### src/hdl/ieu_map.svh
// Constants for the interrupt entry unit: vectors, counts and field positions
`ifndef IEU_MAP_SVH
`define IEU_MAP_SVH

`define IEU_NSRC 8
`define IEU_IDX_W 3
`define IEU_VEC_TRAP 16'hFFFC
`define IEU_VEC_HW_BASE 16'hFFFA
`define IEU_PUSH_LAST 3'h4
`define IEU_PUSH_COUNT 16'h0005
`define IEU_IMASK_BIT 3

`endif

### src/hdl/ieu_pkg.sv
// Types and shared helpers for the interrupt entry unit
`include "ieu_map.svh"

package ieu_pkg;

  typedef enum logic [2:0] {
    IEU_IDLE,
    IEU_PUSH,
    IEU_VEC_HI,
    IEU_VEC_LO,
    IEU_LOAD,
    IEU_DONE
  } ieu_state_e;

  typedef logic [`IEU_NSRC-1:0] ieu_src_t;
  typedef logic [`IEU_IDX_W-1:0] ieu_idx_t;

  // Lowest set bit wins: source 0 is the most urgent hardware request
  function automatic ieu_idx_t ieu_first_idx(input ieu_src_t v);
    ieu_idx_t r;
    r = '0;
    for (int i = `IEU_NSRC - 1; i >= 0; i--) begin
      if (v[i]) begin
        r = i[`IEU_IDX_W-1:0];
      end
    end
    return r;
  endfunction

  // Each hardware source owns a two-byte vector below the software trap vector
  function automatic logic [15:0] ieu_hw_vec(input ieu_idx_t idx);
    return `IEU_VEC_HW_BASE - {12'h000, idx, 1'b0};
  endfunction

endpackage

### src/hdl/ieu_sel_if.sv
// Selection bundle between the entry sequencer and the priority picker
`timescale 1ns/1ns
`default_nettype none

interface ieu_sel_if
  import ieu_pkg::*;
();
  ieu_src_t req;
  ieu_src_t en;
  logic imask;
  logic trap;
  logic take;
  logic is_trap;
  logic [15:0] vec;

  modport pick (input req, input en, input imask, input trap, output take, output is_trap, output vec);
  modport seq (output req, output en, output imask, output trap, input take, input is_trap, input vec);
endinterface

`default_nettype wire

### src/hdl/ieu_prio.sv
// Priority picker: qualifies requests and chooses the vector to enter
`timescale 1ns/1ns
`default_nettype none

module ieu_prio
  import ieu_pkg::*;
(
  ieu_sel_if.pick sel
);
  ieu_src_t qual;

  // Software trap ignores the mask and outranks every hardware source
  always_comb begin
    qual = sel.req & sel.en & {`IEU_NSRC{~sel.imask}};
    sel.is_trap = sel.trap;
    sel.take = sel.trap | (|qual);
    if (sel.trap) begin
      sel.vec = `IEU_VEC_TRAP;
    end else begin
      sel.vec = ieu_hw_vec(ieu_first_idx(qual));
    end
  end
endmodule

`default_nettype wire

### src/hdl/ieu_top.sv
// Interrupt entry unit: boundary check, arbitration, stacking and vector fetch
//
// Summary of operation
// - Current instruction always completes before entry.
// - Evaluate pending requests at each instruction boundary.
// - Enter only if mask clear and source enabled.
// - Otherwise allow the next instruction fetch.
// - Highest priority qualifying request is serviced first.
// - Request pending at handler return enters immediately.
// - High index register is never stacked.
// - Software trap ignores mask, priority 0, vector FFFC.
// - Software trap stacks counter, hardware stacks counter-1.
// - Status flags show which maskable sources request; only enabled sources are flagged.
`timescale 1ns/1ns
`default_nettype none

module ieu_top
  import ieu_pkg::*;
(
  input wire logic CLK,
  input wire logic ARST_N,
  input wire logic INSTR_DONE,
  input wire logic TRAP_EXEC,
  input wire logic [7:0] IRQ_REQ,
  input wire logic [7:0] IRQ_EN,
  input wire logic [7:0] COND_FLAGS,
  input wire logic [7:0] REG_A,
  input wire logic [7:0] REG_X,
  input wire logic [15:0] PC_IN,
  input wire logic [15:0] SP_IN,
  input wire logic [7:0] BUS_RDATA,
  output logic FETCH_OK,
  output logic BUSY,
  output logic [15:0] BUS_ADDR,
  output logic [7:0] BUS_WDATA,
  output logic BUS_WE,
  output logic BUS_RE,
  output logic PC_LOAD,
  output logic [15:0] PC_NEW,
  output logic [15:0] SP_NEW,
  output logic SET_IMASK,
  output logic [7:0] INT_FLAGS
);

  ieu_sel_if sel ();

  ieu_state_e state;
  ieu_state_e next_state;
  logic [2:0] step;
  logic [2:0] next_step;
  logic [15:0] sp_base;
  logic [15:0] next_sp_base;
  logic [15:0] stk_pc;
  logic [15:0] next_stk_pc;
  logic [7:0] stk_a;
  logic [7:0] next_stk_a;
  logic [7:0] stk_x;
  logic [7:0] next_stk_x;
  logic [7:0] stk_cond;
  logic [7:0] next_stk_cond;
  logic [15:0] vec_addr;
  logic [15:0] next_vec_addr;
  logic [7:0] vec_hi;
  logic [7:0] next_vec_hi;
  logic [15:0] bus_addr;
  logic [15:0] next_bus_addr;
  logic [7:0] bus_wdata;
  logic [7:0] next_bus_wdata;
  logic bus_we;
  logic next_bus_we;
  logic bus_re;
  logic next_bus_re;
  logic pc_load;
  logic next_pc_load;
  logic [15:0] pc_new;
  logic [15:0] next_pc_new;
  logic [15:0] sp_new;
  logic [15:0] next_sp_new;
  logic [7:0] flags;
  logic [7:0] next_flags;
  logic start;

  // Requests come from logic on this clock, so no synchronisers are needed
  assign sel.req = IRQ_REQ;
  assign sel.en = IRQ_EN;
  assign sel.imask = COND_FLAGS[`IEU_IMASK_BIT];
  assign sel.trap = TRAP_EXEC;

  ieu_prio u_prio (
    .sel(sel)
  );

  // Decision is only made at an instruction boundary while idle
  assign start = INSTR_DONE && (state == IEU_IDLE) && sel.take;

  // Fetch may go on while idle unless the boundary just turned into an entry
  assign FETCH_OK = (state == IEU_IDLE) && !start;
  assign BUSY = (state != IEU_IDLE);

  // Stack byte for a given push step; no slot exists for the high index
  function automatic logic [7:0] push_byte(input logic [2:0] s, input logic [15:0] pc,
                                           input logic [7:0] x, input logic [7:0] a,
                                           input logic [7:0] c);
    logic [7:0] r;
    r = c;
    unique case (s)
      3'h0: r = pc[7:0];
      3'h1: r = pc[15:8];
      3'h2: r = x;
      3'h3: r = a;
      default: r = c;
    endcase
    return r;
  endfunction

  // Sequencer next state
  always_comb begin
    next_state = state;
    next_step = step;
    unique case (state)
      IEU_IDLE: begin
        if (start) begin
          next_state = IEU_PUSH;
          next_step = 3'h0;
        end
      end
      IEU_PUSH: begin
        if (step == `IEU_PUSH_LAST) begin
          next_state = IEU_VEC_HI;
        end else begin
          next_step = step + 3'h1;
        end
      end
      IEU_VEC_HI: next_state = IEU_VEC_LO;
      IEU_VEC_LO: next_state = IEU_LOAD;
      IEU_LOAD: next_state = IEU_DONE;
      IEU_DONE: next_state = IEU_IDLE;
    endcase
  end

  // Context captured at the boundary so the CPU may move on meanwhile
  always_comb begin
    next_sp_base = sp_base;
    next_stk_pc = stk_pc;
    next_stk_a = stk_a;
    next_stk_x = stk_x;
    next_stk_cond = stk_cond;
    next_vec_addr = vec_addr;
    next_vec_hi = vec_hi;
    next_pc_new = pc_new;
    next_sp_new = sp_new;
    if (start) begin
      next_sp_base = SP_IN;
      next_stk_pc = sel.is_trap ? PC_IN : PC_IN - 16'h0001;
      next_stk_a = REG_A;
      next_stk_x = REG_X;
      next_stk_cond = COND_FLAGS;
      next_vec_addr = sel.vec;
    end
    // Read data lags the address by one cycle
    if (state == IEU_VEC_LO) begin
      next_vec_hi = BUS_RDATA;
    end
    if (state == IEU_LOAD) begin
      next_pc_new = {vec_hi, BUS_RDATA};
      next_sp_new = sp_base - `IEU_PUSH_COUNT;
    end
  end

  // Registered bus strobes derived from where the sequencer goes next
  always_comb begin
    next_bus_addr = 16'h0000;
    next_bus_wdata = 8'h00;
    next_bus_we = 1'b0;
    next_bus_re = 1'b0;
    next_pc_load = 1'b0;
    if (next_state == IEU_PUSH) begin
      next_bus_we = 1'b1;
      next_bus_addr = next_sp_base - {13'h0000, next_step};
      next_bus_wdata = push_byte(next_step, next_stk_pc, next_stk_x, next_stk_a, next_stk_cond);
    end else if (next_state == IEU_VEC_HI) begin
      next_bus_re = 1'b1;
      next_bus_addr = vec_addr;
    end else if (next_state == IEU_VEC_LO) begin
      next_bus_re = 1'b1;
      next_bus_addr = vec_addr + 16'h0001;
    end else if (next_state == IEU_DONE) begin
      next_pc_load = 1'b1;
    end
  end

  // Status shows enabled maskable sources that request, regardless of mask
  always_comb begin
    next_flags = IRQ_REQ & IRQ_EN;
  end

  // State registers
  always_ff @(posedge CLK or negedge ARST_N) begin
    if (!ARST_N) begin
      state <= IEU_IDLE;
      step <= 3'h0;
      sp_base <= 16'h0000;
      stk_pc <= 16'h0000;
      stk_a <= 8'h00;
      stk_x <= 8'h00;
      stk_cond <= 8'h00;
      vec_addr <= 16'h0000;
      vec_hi <= 8'h00;
      bus_addr <= 16'h0000;
      bus_wdata <= 8'h00;
      bus_we <= 1'b0;
      bus_re <= 1'b0;
      pc_load <= 1'b0;
      pc_new <= 16'h0000;
      sp_new <= 16'h0000;
      flags <= 8'h00;
    end else begin
      state <= next_state;
      step <= next_step;
      sp_base <= next_sp_base;
      stk_pc <= next_stk_pc;
      stk_a <= next_stk_a;
      stk_x <= next_stk_x;
      stk_cond <= next_stk_cond;
      vec_addr <= next_vec_addr;
      vec_hi <= next_vec_hi;
      bus_addr <= next_bus_addr;
      bus_wdata <= next_bus_wdata;
      bus_we <= next_bus_we;
      bus_re <= next_bus_re;
      pc_load <= next_pc_load;
      pc_new <= next_pc_new;
      sp_new <= next_sp_new;
      flags <= next_flags;
    end
  end

  // Mask is set together with the counter load so the handler starts masked
  assign BUS_ADDR = bus_addr;
  assign BUS_WDATA = bus_wdata;
  assign BUS_WE = bus_we;
  assign BUS_RE = bus_re;
  assign PC_LOAD = pc_load;
  assign SET_IMASK = pc_load;
  assign PC_NEW = pc_new;
  assign SP_NEW = sp_new;
  assign INT_FLAGS = flags;

  logic [7:0] qual_chk;
  assign qual_chk = IRQ_REQ & IRQ_EN;
endmodule

`default_nettype wire

### config.mk
export PLATFORM = sky130hd
export DESIGN_NAME = ieu_top
export DESIGN_NICKNAME = d
export VERILOG_FILES = /design/src/hdl/ieu_pkg.sv /design/src/hdl/ieu_sel_if.sv /design/src/hdl/ieu_prio.sv /design/src/hdl/ieu_top.sv
export VERILOG_INCLUDE_DIRS = /design/src /design/src/hdl
export SDC_FILE = /design/constraint.sdc
export NUM_CORES = 1
export LEC_CHECK = 0
export BUFFER_PORTS_ARGS = -buffer_cell sky130_fd_sc_hd__buf_4
export CAP_MARGIN = 40
export CORE_MARGIN = 3
export CORE_UTILIZATION = 50
export DETAILED_ROUTE_END_ITERATION = 12
export HOLD_SLACK_MARGIN = 0.03
export PLACE_DENSITY = 0.74
export SLEW_MARGIN = 10
export SYNTH_ARGS = -nofsm -noshare
export SYNTH_HDL_FRONTEND = slang
export SYNTH_SLANG_ARGS = --single-unit
### constraint.sdc
create_clock -name CLK -period 4.5 [get_ports CLK]
set_input_delay 0.9 -clock CLK [delete_from_list [all_inputs] [get_ports CLK]]
set_output_delay 0.9 -clock CLK [all_outputs]
set_load 0.02 [all_outputs]
# Yosys cells after proc, flatten, opt, wreduce, memory -nomap -nowiden
# Index checks and enable logic that the tools add are counted.
[op_classes]
n_mul = 0
n_bitwise = 4
div_mod_pow = 0
n_eq_ne = 13
n_shift = 0
n_mux = 35
n_reduce_logical = 8
n_addsub = 6
order_cmp = 0
[op_table]
columns = ["op", "n"]
rows = [
  ["$mux 16", 7],
  ["$mux 3", 13],
  ["$mux 8", 4],
  ["$pmux 8 s4", 1],
  ["$eq 3x2->1 const B", 6],
  ["$pmux 3 s6", 1],
  ["$add 16x1->16 const B", 1],
  ["$and 8x8->8", 2],
  ["$sub 16x1->16 const B", 1],
  ["$sub 16x3->16", 1],
  ["$sub 16x3->16 const B", 1],
  ["$eq 3x3->1 const B", 4],
  ["$eq 3x1->1 const B", 3],
  ["$mux 1", 8],
  ["$reduce_or 8->1", 1],
  ["$logic_not 3->1", 2],
  ["$pmux 3 s2", 1],
  ["$sub 4x5->6 const A", 1],
  ["$add 3x1->3 const B", 1],
  ["$logic_and 1x1->1", 3],
  ["$reduce_bool 3->1", 1],
  ["$logic_not 1->1", 1],
  ["$not 1->1", 1],
  ["$or 1x1->1", 1],
]
[totals]
ramBits = 0
elab_cells = 83
ff_bits = 153
output_inout_bits = 70
rom_bits = 0
memories = 0
in_bits = 84
latch_bits = 0

# Logic depth before layout (Yosys ltp)
# Gate-level depths: netlist (run 1).
[logic_depth]
ltp_word = 13
depth_mapped = 17
ltp_nobuf = 14

# Modules after synthesis
# From an unflattened synthesis (run 1), not the netlist that was laid out.
[hier_totals]
hier_cells = 805
area_unflattened_um2 = 7589.8
[modules_own_cells]
columns = ["mod", "instances", "area_each_um2", "cells_each", "seq_area_each_um2"]
rows = [
  ["ieu_top", 1, 7325.8, 764, 3828.7],
  ["ieu_prio", 1, 264.0, 41, 0.0],
]

# Worst setup path before layout (run 1)
# No wires, ideal clock.
[synth_path]
kind = "input to register"
startpoint = "input port IRQ_REQ[2]"
endpoint = "register bus_addr[8] (netlist: BUS_ADDR[8])"
required_ns = 4.417
path_stages = 16
setup_ns = 0.083
setup_slack_ns = 0.465
arrival_ns = 3.952
path_buffers = 4
path_cell_list = "a22oi_1 > a31oi_1 > o31ai_1 > buf_2 > buf_2 > buf_1 > nand2_1 > nand2_1 > ha_1 > nor2b_1 > or2_2 > clkbuf_1 > nor4_1 > xor2_1 > mux2i_1 > o21ai_0"
[synth_between]
word_cells_on_any_way = 17
cone_classes = "1 x add/sub; 3 x eq/ne; 8 x mux; 3 x bitwise; 2 x reduce/logical"
[synth_rtl]
columns = ["item", "line", "text"]
rows = [
  ["from (decl)", "ieu_top.sv:24", "input wire logic [7:0] IRQ_REQ,"],
  ["$and 8x8->8", "n/a", ""],
  ["$and 8x8->8", "ieu_prio.sv:14", "qual = sel.req & sel.en & {`IEU_NSRC{~sel.imask}};"],
  ["$reduce_or 8->1", "ieu_prio.sv:16", "sel.take = sel.trap | (|qual);"],
  ["$or 1x1->1", "ieu_prio.sv:16", ""],
  ["$logic_and 1x1->1", "ieu_top.sv:94", "assign start = INSTR_DONE && (state == IEU_IDLE) && sel.take;"],
  ["$mux 16", "ieu_top.sv:152", "if (start) begin"],
  ["via next_sp_base[2]", "ieu_top.sv:52", "logic [15:0] next_sp_base;"],
  ["$sub 16x3->16", "ieu_top.sv:179", "next_bus_addr = next_sp_base - {13'h0000, next_step};"],
  ["$mux 16", "ieu_top.sv:177", "if (next_state == IEU_PUSH) begin"],
  ["via next_bus_addr[8]", "ieu_top.sv:66", "logic [15:0] next_bus_addr;"],
  ["to (signal assigned)", "ieu_top.sv:227", "bus_addr <= next_bus_addr;"],
  ["to (decl)", "ieu_top.sv:65", "logic [15:0] bus_addr;"],
]
# The timed path passes the listed nets, and every way through them passes these cells.
# A chain may end at the register's enable or synchronous reset.

# Worst setup path after layout (run 1)
[layout_path]
startpoint = "register step[0]"
endpoint = "register bus_addr[6] (netlist: BUS_ADDR[6])"
[layout_between]
word_cells_on_any_way = 14
cone_classes = "2 x add/sub; 4 x eq/ne; 8 x mux"
[layout_rtl]
columns = ["item", "line", "text"]
rows = [
  ["from (decl)", "ieu_top.sv:49", "logic [2:0] step;"],
  ["from (signal assigned)", "ieu_top.sv:219", "step <= next_step;"],
  ["$add 3x1->3 or $eq 3x3->1 (tied branches)", "n/a", ""],
  ["$mux 3", "ieu_top.sv:128", "if (step == `IEU_PUSH_LAST) begin"],
  ["$pmux 3 s2 (*)", "ieu_top.sv:120", "unique case (state)"],
  ["via next_step[0]", "ieu_top.sv:50", "logic [2:0] next_step;"],
  ["$sub 16x3->16 (*)", "ieu_top.sv:179", ""],
  ["$mux 16 (*)", "ieu_top.sv:177", ""],
  ["via next_bus_addr[6]", "ieu_top.sv:66", ""],
]
# The timed path passes the listed nets; every way through them passes the cells marked *.

==> out/qor.txt, run 1 <==
Status: complete, no violations
Synth Flop Type: dfrtp_1
Worst Setup SP: step[0]
CTS buffer count: 17
Die area: 16100 µm²
Share of layout cells above drive strength 1: 23.4%
Core area: 14100 µm²
Synthesized net count: 908
Vias per inst: 5.31
Nets: 1039
Latest clock arrival within the worst-skew pair: 0.42 ns
Mean Syn Cell Area: 8.96 µm²
Maximum root-to-sink buffer count: 2
Starting Density: 51.8%
R2r setup slk: 0.75 ns
DPL Wire Length: 13.0 mm
Avg WL per Cell: 15.8 µm
Row count: 43
Hold_buf cts: 0
Min Tclk post-route: 3.75 ns
Data arrival, critical path: 4.02 ns
Pin count of the biggest net entering global routing: 72
Diodes inserted: 0
DRT Wirelength: 18.0 mm
Fmax: 267 MHz
WHS: 0.335 ns
Peak supply drop: 0.422 mV
WS Path Type: reg2reg
Internal power: 0.00416 W
Gp weighted congestion: 0.874
RSZ-0062 raised after global routing: no
Grt ovf: 0
Root Driver: clkbuf_16
Commonest non-fill, non-tap cell in the layout: nand2_1
Async S/R FF share, synth: 100%
CTS tree: yes
Top layer used by detailed routing: met4
Startpoint Class: flip-flop
Vias: 6043
Setup Skew: 0.00662 ns
Final ANT Viol Nets: 0
Residual DRC: 0
Worst-margin pin slew: 0.800 ns
H-tree Lvls: 4
First-pass GRT wire length: 29.8 mm
Power per cell area: 793 nW/µm²
Critical Path, Cell by Cell: clkinv_1, ha_1, a21boi_1, buf_4, nand2_1, xnor2_1, nor2_1, ha_1, fa_1, nor2b_1, or2_2, nor2_1, mux2i_1, xor2_1, o21ai_0
Post-CTS Setup Bufs: 0
Net Sw Frac: 42.8%
Final hold vios: 0
Reg-to-Reg Start: step[0]
Initial antenna violation count: 0
Finished Core Util: 65.0%
Worst hold path type: in2async
Post-synth EDFFs: 0
Die H: 127 µm
Die width: 127 µm
Gate Count Post-Synth: 815
Pre-antenna DRT Iters: 5
Syn Std Cell Area: 7300 µm²
Nature of the critical path endpoint: flip-flop
Met3 WL: 1.06 mm
NetSw: 0.00311 W
Clock Pin Slew Worst Setup and Hold Paths: 0.06 ns
Seq/Total Area, Yosys: 48.7%
CP max stage cell: xnor2_1
Sequential share of power: 31.3%
Area Growth Syn to Fin: 25.5%
Met2 routed WL: 8.16 mm
Final period util: 83.3%
IO Pins: 154
Worst-case headroom to the max-slew limit: 46.5%
# setup viols final: 0
Clock share of power: 18.9%
Filler cells: 1229
Required time of the critical path: 4.77 ns
Iter 0 DRT Violations: 410
Post-synthesis cell type count: 53
Number of global-route vias before repair: 5791
I/O Buffers: 153
Synth Register Bits: 142
LEAKAGE: 4.50 nW
Power share of the combinational group: 49.8%
Largest stage delay, worst path: 0.47 ns
Total GRT Usage: 23.2%
Most frequent cells in the layout: nand2_1, buf_4, dfrtp_1
Fin Setup TNS: 0 ns
Max Slew Vio Count: 0
YS warnings: 0
# resized after CTS: 0
Num Clock Sinks: 142
Critical Path Fanout Max: 14
Max Cap Viol: 0
WL met1: 8.53 mm
==> power by group through the flow <==
stage / registers (W) / clock network (W) / logic, W
after detailed placement: 0.00229 / 0 / 0.00360
after floorplan: 0.00242 / 0 / 0.00227
after global routing: 0.00235 / 0.00145 / 0.00402
after CTS: 0.00227 / 0.00139 / 0.00363
final: 0.00228 / 0.00137 / 0.00362
after global placement: 0.00228 / 0 / 0.00354
==> final cells by class <==
cell class	count	area (µm²)	area share, %
repair buffers	165	1260	13.8
multi-input cells	596	3460	37.7
inverters	24	90.1	0.983
well taps	180	225	2.46
clock inverters	9	111	1.22
clock buffers	22	464	5.07
flip-flops and latches	142	3550	38.8
==> worst max-delay path: cells and delay by family (launching register included) <==
family                   cells  cell delay [ns]
AND/OR/NAND/NOR              5             0.86
flip-flops                   1             0.35
adder cells (fa/ha/maj)      3             0.94
multiplexers                 1             0.16
AO/OA/AOI/OAI                2             0.21
XOR/XNOR                     2             0.62
buffers and inverters        2             0.44
==> layer usage <==
| metal | track usage, % | vias up |
|---|---|---|
| met4 | 7.44 | 0 |
| met2 | 34.7 | 177 |
| met5 | 0 | - |
| met3 | 4.93 | 16 |
| li1 | - | 2989 |
| met1 | 33.7 | 2861 |
==> sequential cells by signal, summed over array words and instances (netlist names) <==
signal	flops
BUS_ADDR	16
PC_NEW	16
SP_NEW	16
sp_base	16
stk_pc	16
BUS_WDATA	8
INT_FLAGS	8
stk_a	8
stk_cond	8
stk_x	8
vec_hi	8
vec_addr	5
state	3
step	3
BUS_RE	1
BUS_WE	1
PC_LOAD	1
==> synth_stat cells (4+ instances only) <==
master      n  area, µm²
a211oi_1   15        113
a21oi_1    25        125
a22oi_1     8       60.1
a311oi_1    6       52.6
a31oi_1     6       37.5
and2_1      6       37.5
buf_1       7       26.3
buf_2       9       45.0
clkbuf_1   36        135
dfrtp_1   142       3550
ha_1        8        100
inv_1      22       82.6
mux2_2     14        158
mux2i_1    31        310
nand2_1   226        848
nand2b_1   22        138
nand3_1     7       35.0
nor2_1     44        165
nor2b_1     6       37.5
nor3_1     11       55.1
nor3b_1     4       30.0
nor4_1      6       37.5
o21ai_0    55        275
o31ai_1     4       30.0
or2_2       4       25.0
or3_1       4       25.0
or4_1       4       30.0
xnor2_1    29        254
xor2_1     23        201
==> through the flow <==
step,total power (W),cells,instance area [µm²],setup slack [ns]
final,0.00727,1138,9160,0.753
after global routing,0.00782,1138,9160,0.448
after CTS,0.00729,1138,9160,0.770
after detailed placement,0.00589,1107,8590,0.521
after global placement,0.00581,1106,8560,0.688
after floorplan,0.00469,815,7300,0.465
==> final timing paths <==
| path | cells after the start | endpoint |
|---|---|---|
| worst max-delay path | 15 | BUS_ADDR[6] |
| worst min register to register | 2 | PC_NEW[12] |
| worst min-delay path | 1 | SP_NEW[4] |
| worst max register to register | 15 | BUS_ADDR[6] |
| max in group asynchronous | 3 | vec_hi[7] |
| min in group CLK | 2 | PC_NEW[12] |
==> kinds of logic after synthesis <==
family	Yosys count	synth area share (%)
DFF	142	48.7
muxes	45	6.41
adders and majority gates	9	1.65
buffers and inverters	77	4.17
xor gates and xnor gates	52	6.24
AOI/OAI and AO/OA	135	11.4
and+or+nand+nor	355	21.4
(Power assumes the default switching activity.)
==> inputs of run 2 (changes only) <==
- ABC_AREA: unset -> 1
- PLACE_DENSITY: 0.74 -> 0.75
- clock period: 4.5 -> 3.5 ns (I/O delays scaled with it)
==> run 2 against run 1 <==
Effect of this change:
- register-to-register slack worse by 0.33 ns
- design area is 5.8% lower
- sequential cell count stayed put
- setup slack worse by 0.33 ns
- sequential share of layout area is 2.4 points higher
- final cell count is 1.2% higher
- maximum frequency is 22% higher
- non-clock buffer count is 1 lower
- critical path depth is 3 higher
- first-iteration DRC count is 11% lower
- worst hold slack worse by 0.090 ns
- utilization is 2.3 points higher
- largest power group unchanged
==> out/qor.txt, run 2 <==
Design Power: 0.00869 W (+20%)
Vias: 5744 (-4.9%)
Top post-synthesis cells by count: nand2_1, dfrtp_1, inv_1, nor2_1, o21ai_0
Row count: 41 (-4.7%)
I/O Buffers: 153 (unchanged)
Synth Flop Type: dfrtp_1
Internal power: 0.00501 W (+21%)
Die H: 122 µm (-4.1%)
Area Growth Syn to Fin: 29.2%
Critical Path Fanout Max: 6 (-8)
Worst path top cell family by delay: simple AND/OR/NAND/NOR gates
Worst-case headroom to the max-slew limit: 54.6% (+8.1 points)
Sequential share of power: 31.1% (-0.2 points)
Final hold vios: 0 (unchanged)
Critical Path, Cell by Cell: inv_2, nand2_2, nor2_4, nand2_2, o21bai_4, or2_2, o21ai_0, ha_1, fa_1, nor2_1, nor2_1, nand3_1, nor2_1, nand2_1, nor2_1, nand2_1, nand3_1, nand2_1
Finished Core Util: 67.3% (+2.3 points)
Net Sw Frac: 42.3% (-0.45 points)
Most frequent cells in the layout: nand2_1, buf_4, dfrtp_1
CTS tree: yes
Post-CTS Setup Bufs: 0 (unchanged)
NetSw: 0.00368 W (+18%)
Core area: 12800 µm² (-9.0%)
Grt ovf: 0 (unchanged)
# setup viols final: 0 (unchanged)
Share of layout cells above drive strength 1: 22.7% (-0.73 points)
Yosys top cell by area: dfrtp_1
Synth Register Bits: 142 (unchanged)
Avg WL per Cell: 13.9 µm (-12%)
Main area contributors after synthesis: dfrtp_1, nand2_1, o21ai_0
CP max stage cell: dfrtp_1
WHS: 0.245 ns (-0.0901 ns)
Clock share of power: 21.5% (+2.6 points)
Worst-margin pin slew: 0.681 ns (-0.119 ns)
Commonest non-fill, non-tap cell in the layout: nand2_1
RSZ-0062 raised after global routing: no
Root Driver: clkbuf_16
Diodes inserted: 0 (unchanged)
CP Buf/Inv Count: 1 (-1)
Status: complete, no violations
Residual DRC: 0 (unchanged)
Worst hold path type: in2async
Gp weighted congestion: 0.830 (-5.0%)
Startpoint Class: flip-flop
Design area: 8630 µm² (-5.8%)
Power per cell area: 1010 nW/µm² (+27%)
Num Clock Sinks: 142 (unchanged)
Async S/R FF share, synth: 100% (unchanged)
Placed cell areas: 8010 µm² (-6.8%)
Fin Setup TNS: 0 ns (unchanged)
Pin count of the biggest net entering global routing: 69 (-4.2%)
Data arrival, critical path: 3.37 ns (-0.65 ns)
Pre-antenna DRT Iters: 5 (unchanged)
Gate Count Post-Synth: 811 (-0.49%)
Maximum root-to-sink buffer count: 2 (unchanged)
Vias per inst: 4.99 (-6.1%)
Top-count cell post-synth: nand2_1
Peak supply drop: 0.409 mV (-3.1%)
Die area: 14800 µm² (-8.1%)
Power share of the combinational group: 47.4% (-2.4 points)
LEAKAGE: 4.55 nW (+1.1%)
Starting Density: 52.1% (+0.29 points)
Clock Pin Slew Worst Setup and Hold Paths: 0.06 ns (about the same)
Hold_buf cts: 0 (unchanged)
Nets: 1060 (+2.0%)
# resized after CTS: 0 (unchanged)
Synthesized net count: 904 (-0.44%)
Required time of the critical path: 3.79 ns (-0.98 ns)
Fmax: 325 MHz (+22%)
Syn Std Cell Area: 6680 µm² (-8.5%)
Synth top area share: 53.2% (+4.5 points)
Latest clock arrival within the worst-skew pair: 0.42 ns (about the same)
IO Pins: 154 (unchanged)
Final period util: 87.9% (+4.7 points)
First-pass GRT wire length: 26.4 mm (-11%)
H-tree Lvls: 4 (unchanged)
Nature of the critical path endpoint: flip-flop
Final ANT Viol Nets: 0 (unchanged)
Initial antenna violation count: 0 (unchanged)
Most frequent CP cell: nor2_1
Setup Skew: 0.00746 ns (+0.000844 ns)
Post-synthesis cell type count: 42 (-21%)
DRT Wirelength: 16.0 mm (-11%)
Mean Syn Cell Area: 8.24 µm² (-8.1%)
Total GRT Usage: 22.6% (-0.55 points)
YS warnings: 0 (unchanged)
Seq/Total Area, Yosys: 53.2% (+4.5 points)
Number of global-route vias before repair: 5467 (-5.6%)
Iter 0 DRT Violations: 363 (-11%)
DPL Wire Length: 11.6 mm (-11%)
Min Tclk post-route: 3.08 ns (-0.670 ns)
Max Slew Vio Count: 0 (unchanged)
Die width: 122 µm (-4.1%)
Max Cap Viol: 0 (unchanged)
Largest stage delay, worst path: 0.45 ns (-0.02 ns)
CTS buffer count: 17 (unchanged)
WS Path Type: reg2reg
Post-synth EDFFs: 0 (unchanged)
-- run 2: logic make-up after synthesis --
group                      share of synthesized area, %
AOI/OAI and AO/OA                                  10.1
and+or+nand+nor                                    25.7
buffers and inverters                              7.23
DFF                                                53.2
xor gates and xnor gates                           1.97
adders and majority gates                          1.80
-- run 2: worst register-to-register path, stage by stage (launching register included) --
cell and delay, ns:
dfrtp_1 0.45, inv_2 0.09, nand2_2 0.10, nor2_4 0.15, nand2_2 0.10, o21bai_4 0.21, or2_2 0.28, o21ai_0 0.11
ha_1 0.25, fa_1 0.23, nor2_1 0.06, nor2_1 0.08, nand3_1 0.10, nor2_1 0.14, nand2_1 0.13, nor2_1 0.22
nand2_1 0.08, nand3_1 0.10, nand2_1 0.07
-- run 2: worst paths after layout --
kind,cells after the start,slack (ns),to,from
worst max-delay path,18,0.42,BUS_ADDR[8],state[1]
worst min-delay path,1,0.24,PC_NEW[0],ARST_N
worst max register to register,18,0.42,BUS_ADDR[8],state[1]
worst min register to register,2,0.47,PC_NEW[9],vec_hi[1]
max in group asynchronous,2,2.43,stk_cond[6],ARST_N
min in group CLK,2,0.47,PC_NEW[9],vec_hi[1]
-- run 2: final cells by class --
cell class	instances	area (µm²)
fillers	1093	4190
well taps	172	215
flip-flops and latches	142	3550
inverters	90	338
multi-input cells	552	2650
clock buffers	20	467
repair buffers	164	1250
clock inverters	12	159
-- run 2: power groups by stage --
stage / sequential (W) / clock (W) / combinational [W]
after floorplan: 0.00302 / 0 / 0.00245
after global placement: 0.00270 / 0 / 0.00403
after detailed placement: 0.00272 / 0 / 0.00411
after CTS: 0.00270 / 0.00190 / 0.00415
after global routing: 0.00278 / 0.00197 / 0.00463
final: 0.00270 / 0.00187 / 0.00412
-- run 2: layer usage --
| layer | wire (µm) | global-route usage, % |
|---|---|---|
| met5 | 0 | 0 |
| met4 | 206 | 6.51 |
| met2 | 7550 | 36.4 |
| met3 | 848 | 4.36 |
| met1 | 7430 | 31.4 |
-- run 2: stage by stage --
step	instances	setup WS (ns)
after floorplan	811	0.207
after global placement	1120	0.203
after detailed placement	1120	0.0897
after CTS	1152	0.425
after global routing	1152	0.106
final	1152	0.423
==> inputs of run 3 (changes only) <==
- clock period: 3.5 -> 3.9 ns (I/O delays scaled with it)
==> run 3 against run 2 <==
Effect of this change:
- global-route usage rose by 0.15 points
- first-iteration DRC count rose by 15%
- design area fell by 0.33%
- critical path depth did not move
- maximum frequency fell by 3.4%
- power fell by 11%
- critical path type unchanged
- critical endpoint is now BUS_ADDR[11]
==> out/qor.txt, run 3 (synthesis gave the netlist of run 2 again) <==
Status: complete, no violations
Commonest non-fill, non-tap cell in the layout: nand2_1
Finished Core Util: 67.1% (-0.22 points)
Hold_buf cts: 0 (unchanged)
Latest clock arrival within the worst-skew pair: 0.42 ns (about the same)
Post-CTS Setup Bufs: 0 (unchanged)
CTS tree: yes
Final period util: 81.7% (-6.3 points)
Nets: 1060 (unchanged)
Final cell count without fillers: 1152 (unchanged)
H-tree Lvls: 4 (unchanged)
CTS buffer count: 17 (unchanged)
Iter 0 DRT Violations: 418 (+15%)
Share of layout cells above drive strength 1: 22.6% (-0.10 points)
Root Driver: clkbuf_16
Num Clock Sinks: 142 (unchanged)
Avg WL per Cell: 14.1 µm (+1.4%)
# resized after CTS: 0 (unchanged)
Worst-case headroom to the max-slew limit: 53.1% (-1.5 points)
Worst Setup SP: state[1]
Area Growth Syn to Fin: 28.8%
Peak supply drop: 0.407 mV (-0.38%)
Maximum root-to-sink buffer count: 2 (unchanged)
DRT Wirelength: 16.3 mm (+1.4%)
Required time of the critical path: 4.24 ns (+0.45 ns)
Vias: 5877 (+2.3%)
Data arrival, critical path: 3.53 ns (+0.16 ns)
Design area: 8600 µm² (-0.33%)
Residual DRC: 0 (unchanged)
Filler cells: 1074 (-1.7%)
Power per cell area: 896 nW/µm² (-11%)
Die area: 14800 µm² (unchanged)
DPL Wire Length: 11.8 mm (+2.1%)
Placed cell areas: 8010 µm² (about the same)
Final ANT Viol Nets: 0 (unchanged)
Reg-to-Reg Start: state[1]
LEAKAGE: 4.53 nW (-0.54%)
RSZ-0062 raised after global routing: no
Number of global-route vias before repair: 5523 (+1.0%)
Row count: 41 (unchanged)
Setup Skew: 0.00560 ns (-0.00187 ns)
Worst setup margin: 0.715 ns (+0.293 ns)
Vias per inst: 5.10 (+2.3%)
Place WS: 0.355 ns (+0.265 ns)
Most frequent cells in the layout: nand2_1, buf_4, dfrtp_1
Starting Density: 52.1% (unchanged)
I/O Buffers: 153 (unchanged)
Max Slew Vio Count: 0 (unchanged)
Fmax: 314 MHz (-3.4%)
Die H: 122 µm (unchanged)
Die width: 122 µm (unchanged)
Grt ovf: 0 (unchanged)
Core area: 12800 µm² (unchanged)
Clock Pin Slew Worst Setup and Hold Paths: 0.06 ns (about the same)
Worst-margin pin slew: 0.703 ns (+0.0219 ns)
First-pass GRT wire length: 26.6 mm (+0.47%)
R2R cell count: 18 (unchanged)
Worst hold path type: in2async
Total GRT Usage: 22.8% (+0.15 points)
Max Cap Viol: 0 (unchanged)
Critical Path Fanout Max: 12 (+6)
Pin count of the biggest net entering global routing: 81 (+17%)
# setup viols final: 0 (unchanged)
Startpoint Class: flip-flop
Diodes inserted: 0 (unchanged)
Nature of the critical path endpoint: flip-flop
Final hold vios: 0 (unchanged)
Placed Cells: 1120 (unchanged)
Min Tclk post-route: 3.18 ns (+0.107 ns)
Fin Setup TNS: 0 ns (unchanged)
Pre-antenna DRT Iters: 6 (+1)
Gp weighted congestion: 0.845 (+1.8%)
IO Pins: 154 (unchanged)
Initial antenna violation count: 0 (unchanged)
WS Path Type: reg2reg
[run 3: power by group]
| group | switching (W) | internal (W) | leakage, nW |
|---|---|---|---|
| logic | 0.00238 | 0.00130 | 2.53 |
| registers | 0.000303 | 0.00212 | 1.72 |
| clock network | 0.000645 | 0.000950 | 0.274 |
[run 3: worst max-delay path: stages, from the launching register on]
cell	delay [ns]
dfrtp_1	0.45
inv_2	0.09
nand2_2	0.10
nor2_4	0.15
nand2_2	0.10
o21bai_4	0.22
nand3_1	0.10
nand3_2	0.07
inv_1	0.35
ha_1	0.32
nand2_1	0.06
nor2_1	0.04
a211oi_1	0.28
nand3_1	0.22
nor2_4	0.21
nand2_1	0.09
nand2_1	0.07
nand2_1	0.05
o21ai_1	0.14
[run 3: stage by stage]
step                total power (W)  hold slack (ns)
floorplan                   0.00491            0.440
global placement            0.00601            0.452
detailed placement          0.00611            0.456
CTS                         0.00774            0.406
global route                0.00831            0.434
finish                      0.00770            0.381
[run 3: path summary, 6_finish.rpt]
| path | end | slack (ns) |
|---|---|---|
| worst max-delay path | BUS_ADDR[11] | 0.72 |
| worst min-delay path | PC_NEW[0] | 0.38 |
| worst max register to register | BUS_ADDR[11] | 0.72 |
| worst min register to register | vec_addr[14] | 0.47 |
| max in group asynchronous | stk_a[0] | 2.73 |
| min in group CLK | vec_addr[14] | 0.47 |
[run 3: layout make-up]
cell class,count,area (µm²),area share (%)
clock buffers,18,429,4.99
multi-input cells,552,2650,30.8
flip-flops and latches,142,3550,41.3
repair buffers,164,1250,14.6
clock inverters,14,160,1.86
inverters,90,338,3.93
well taps,172,215,2.50
[run 3: routing by layer]
layer / part of all wire, % / GRT usage [%] / vias up
met5: 0 / 0 / -
met1: 45 / 31.2 / 2738
met4: 1.8 / 7.63 / 0
met3: 6.2 / 4.55 / 22
met2: 47 / 36.6 / 204
li1: - / - / 2913
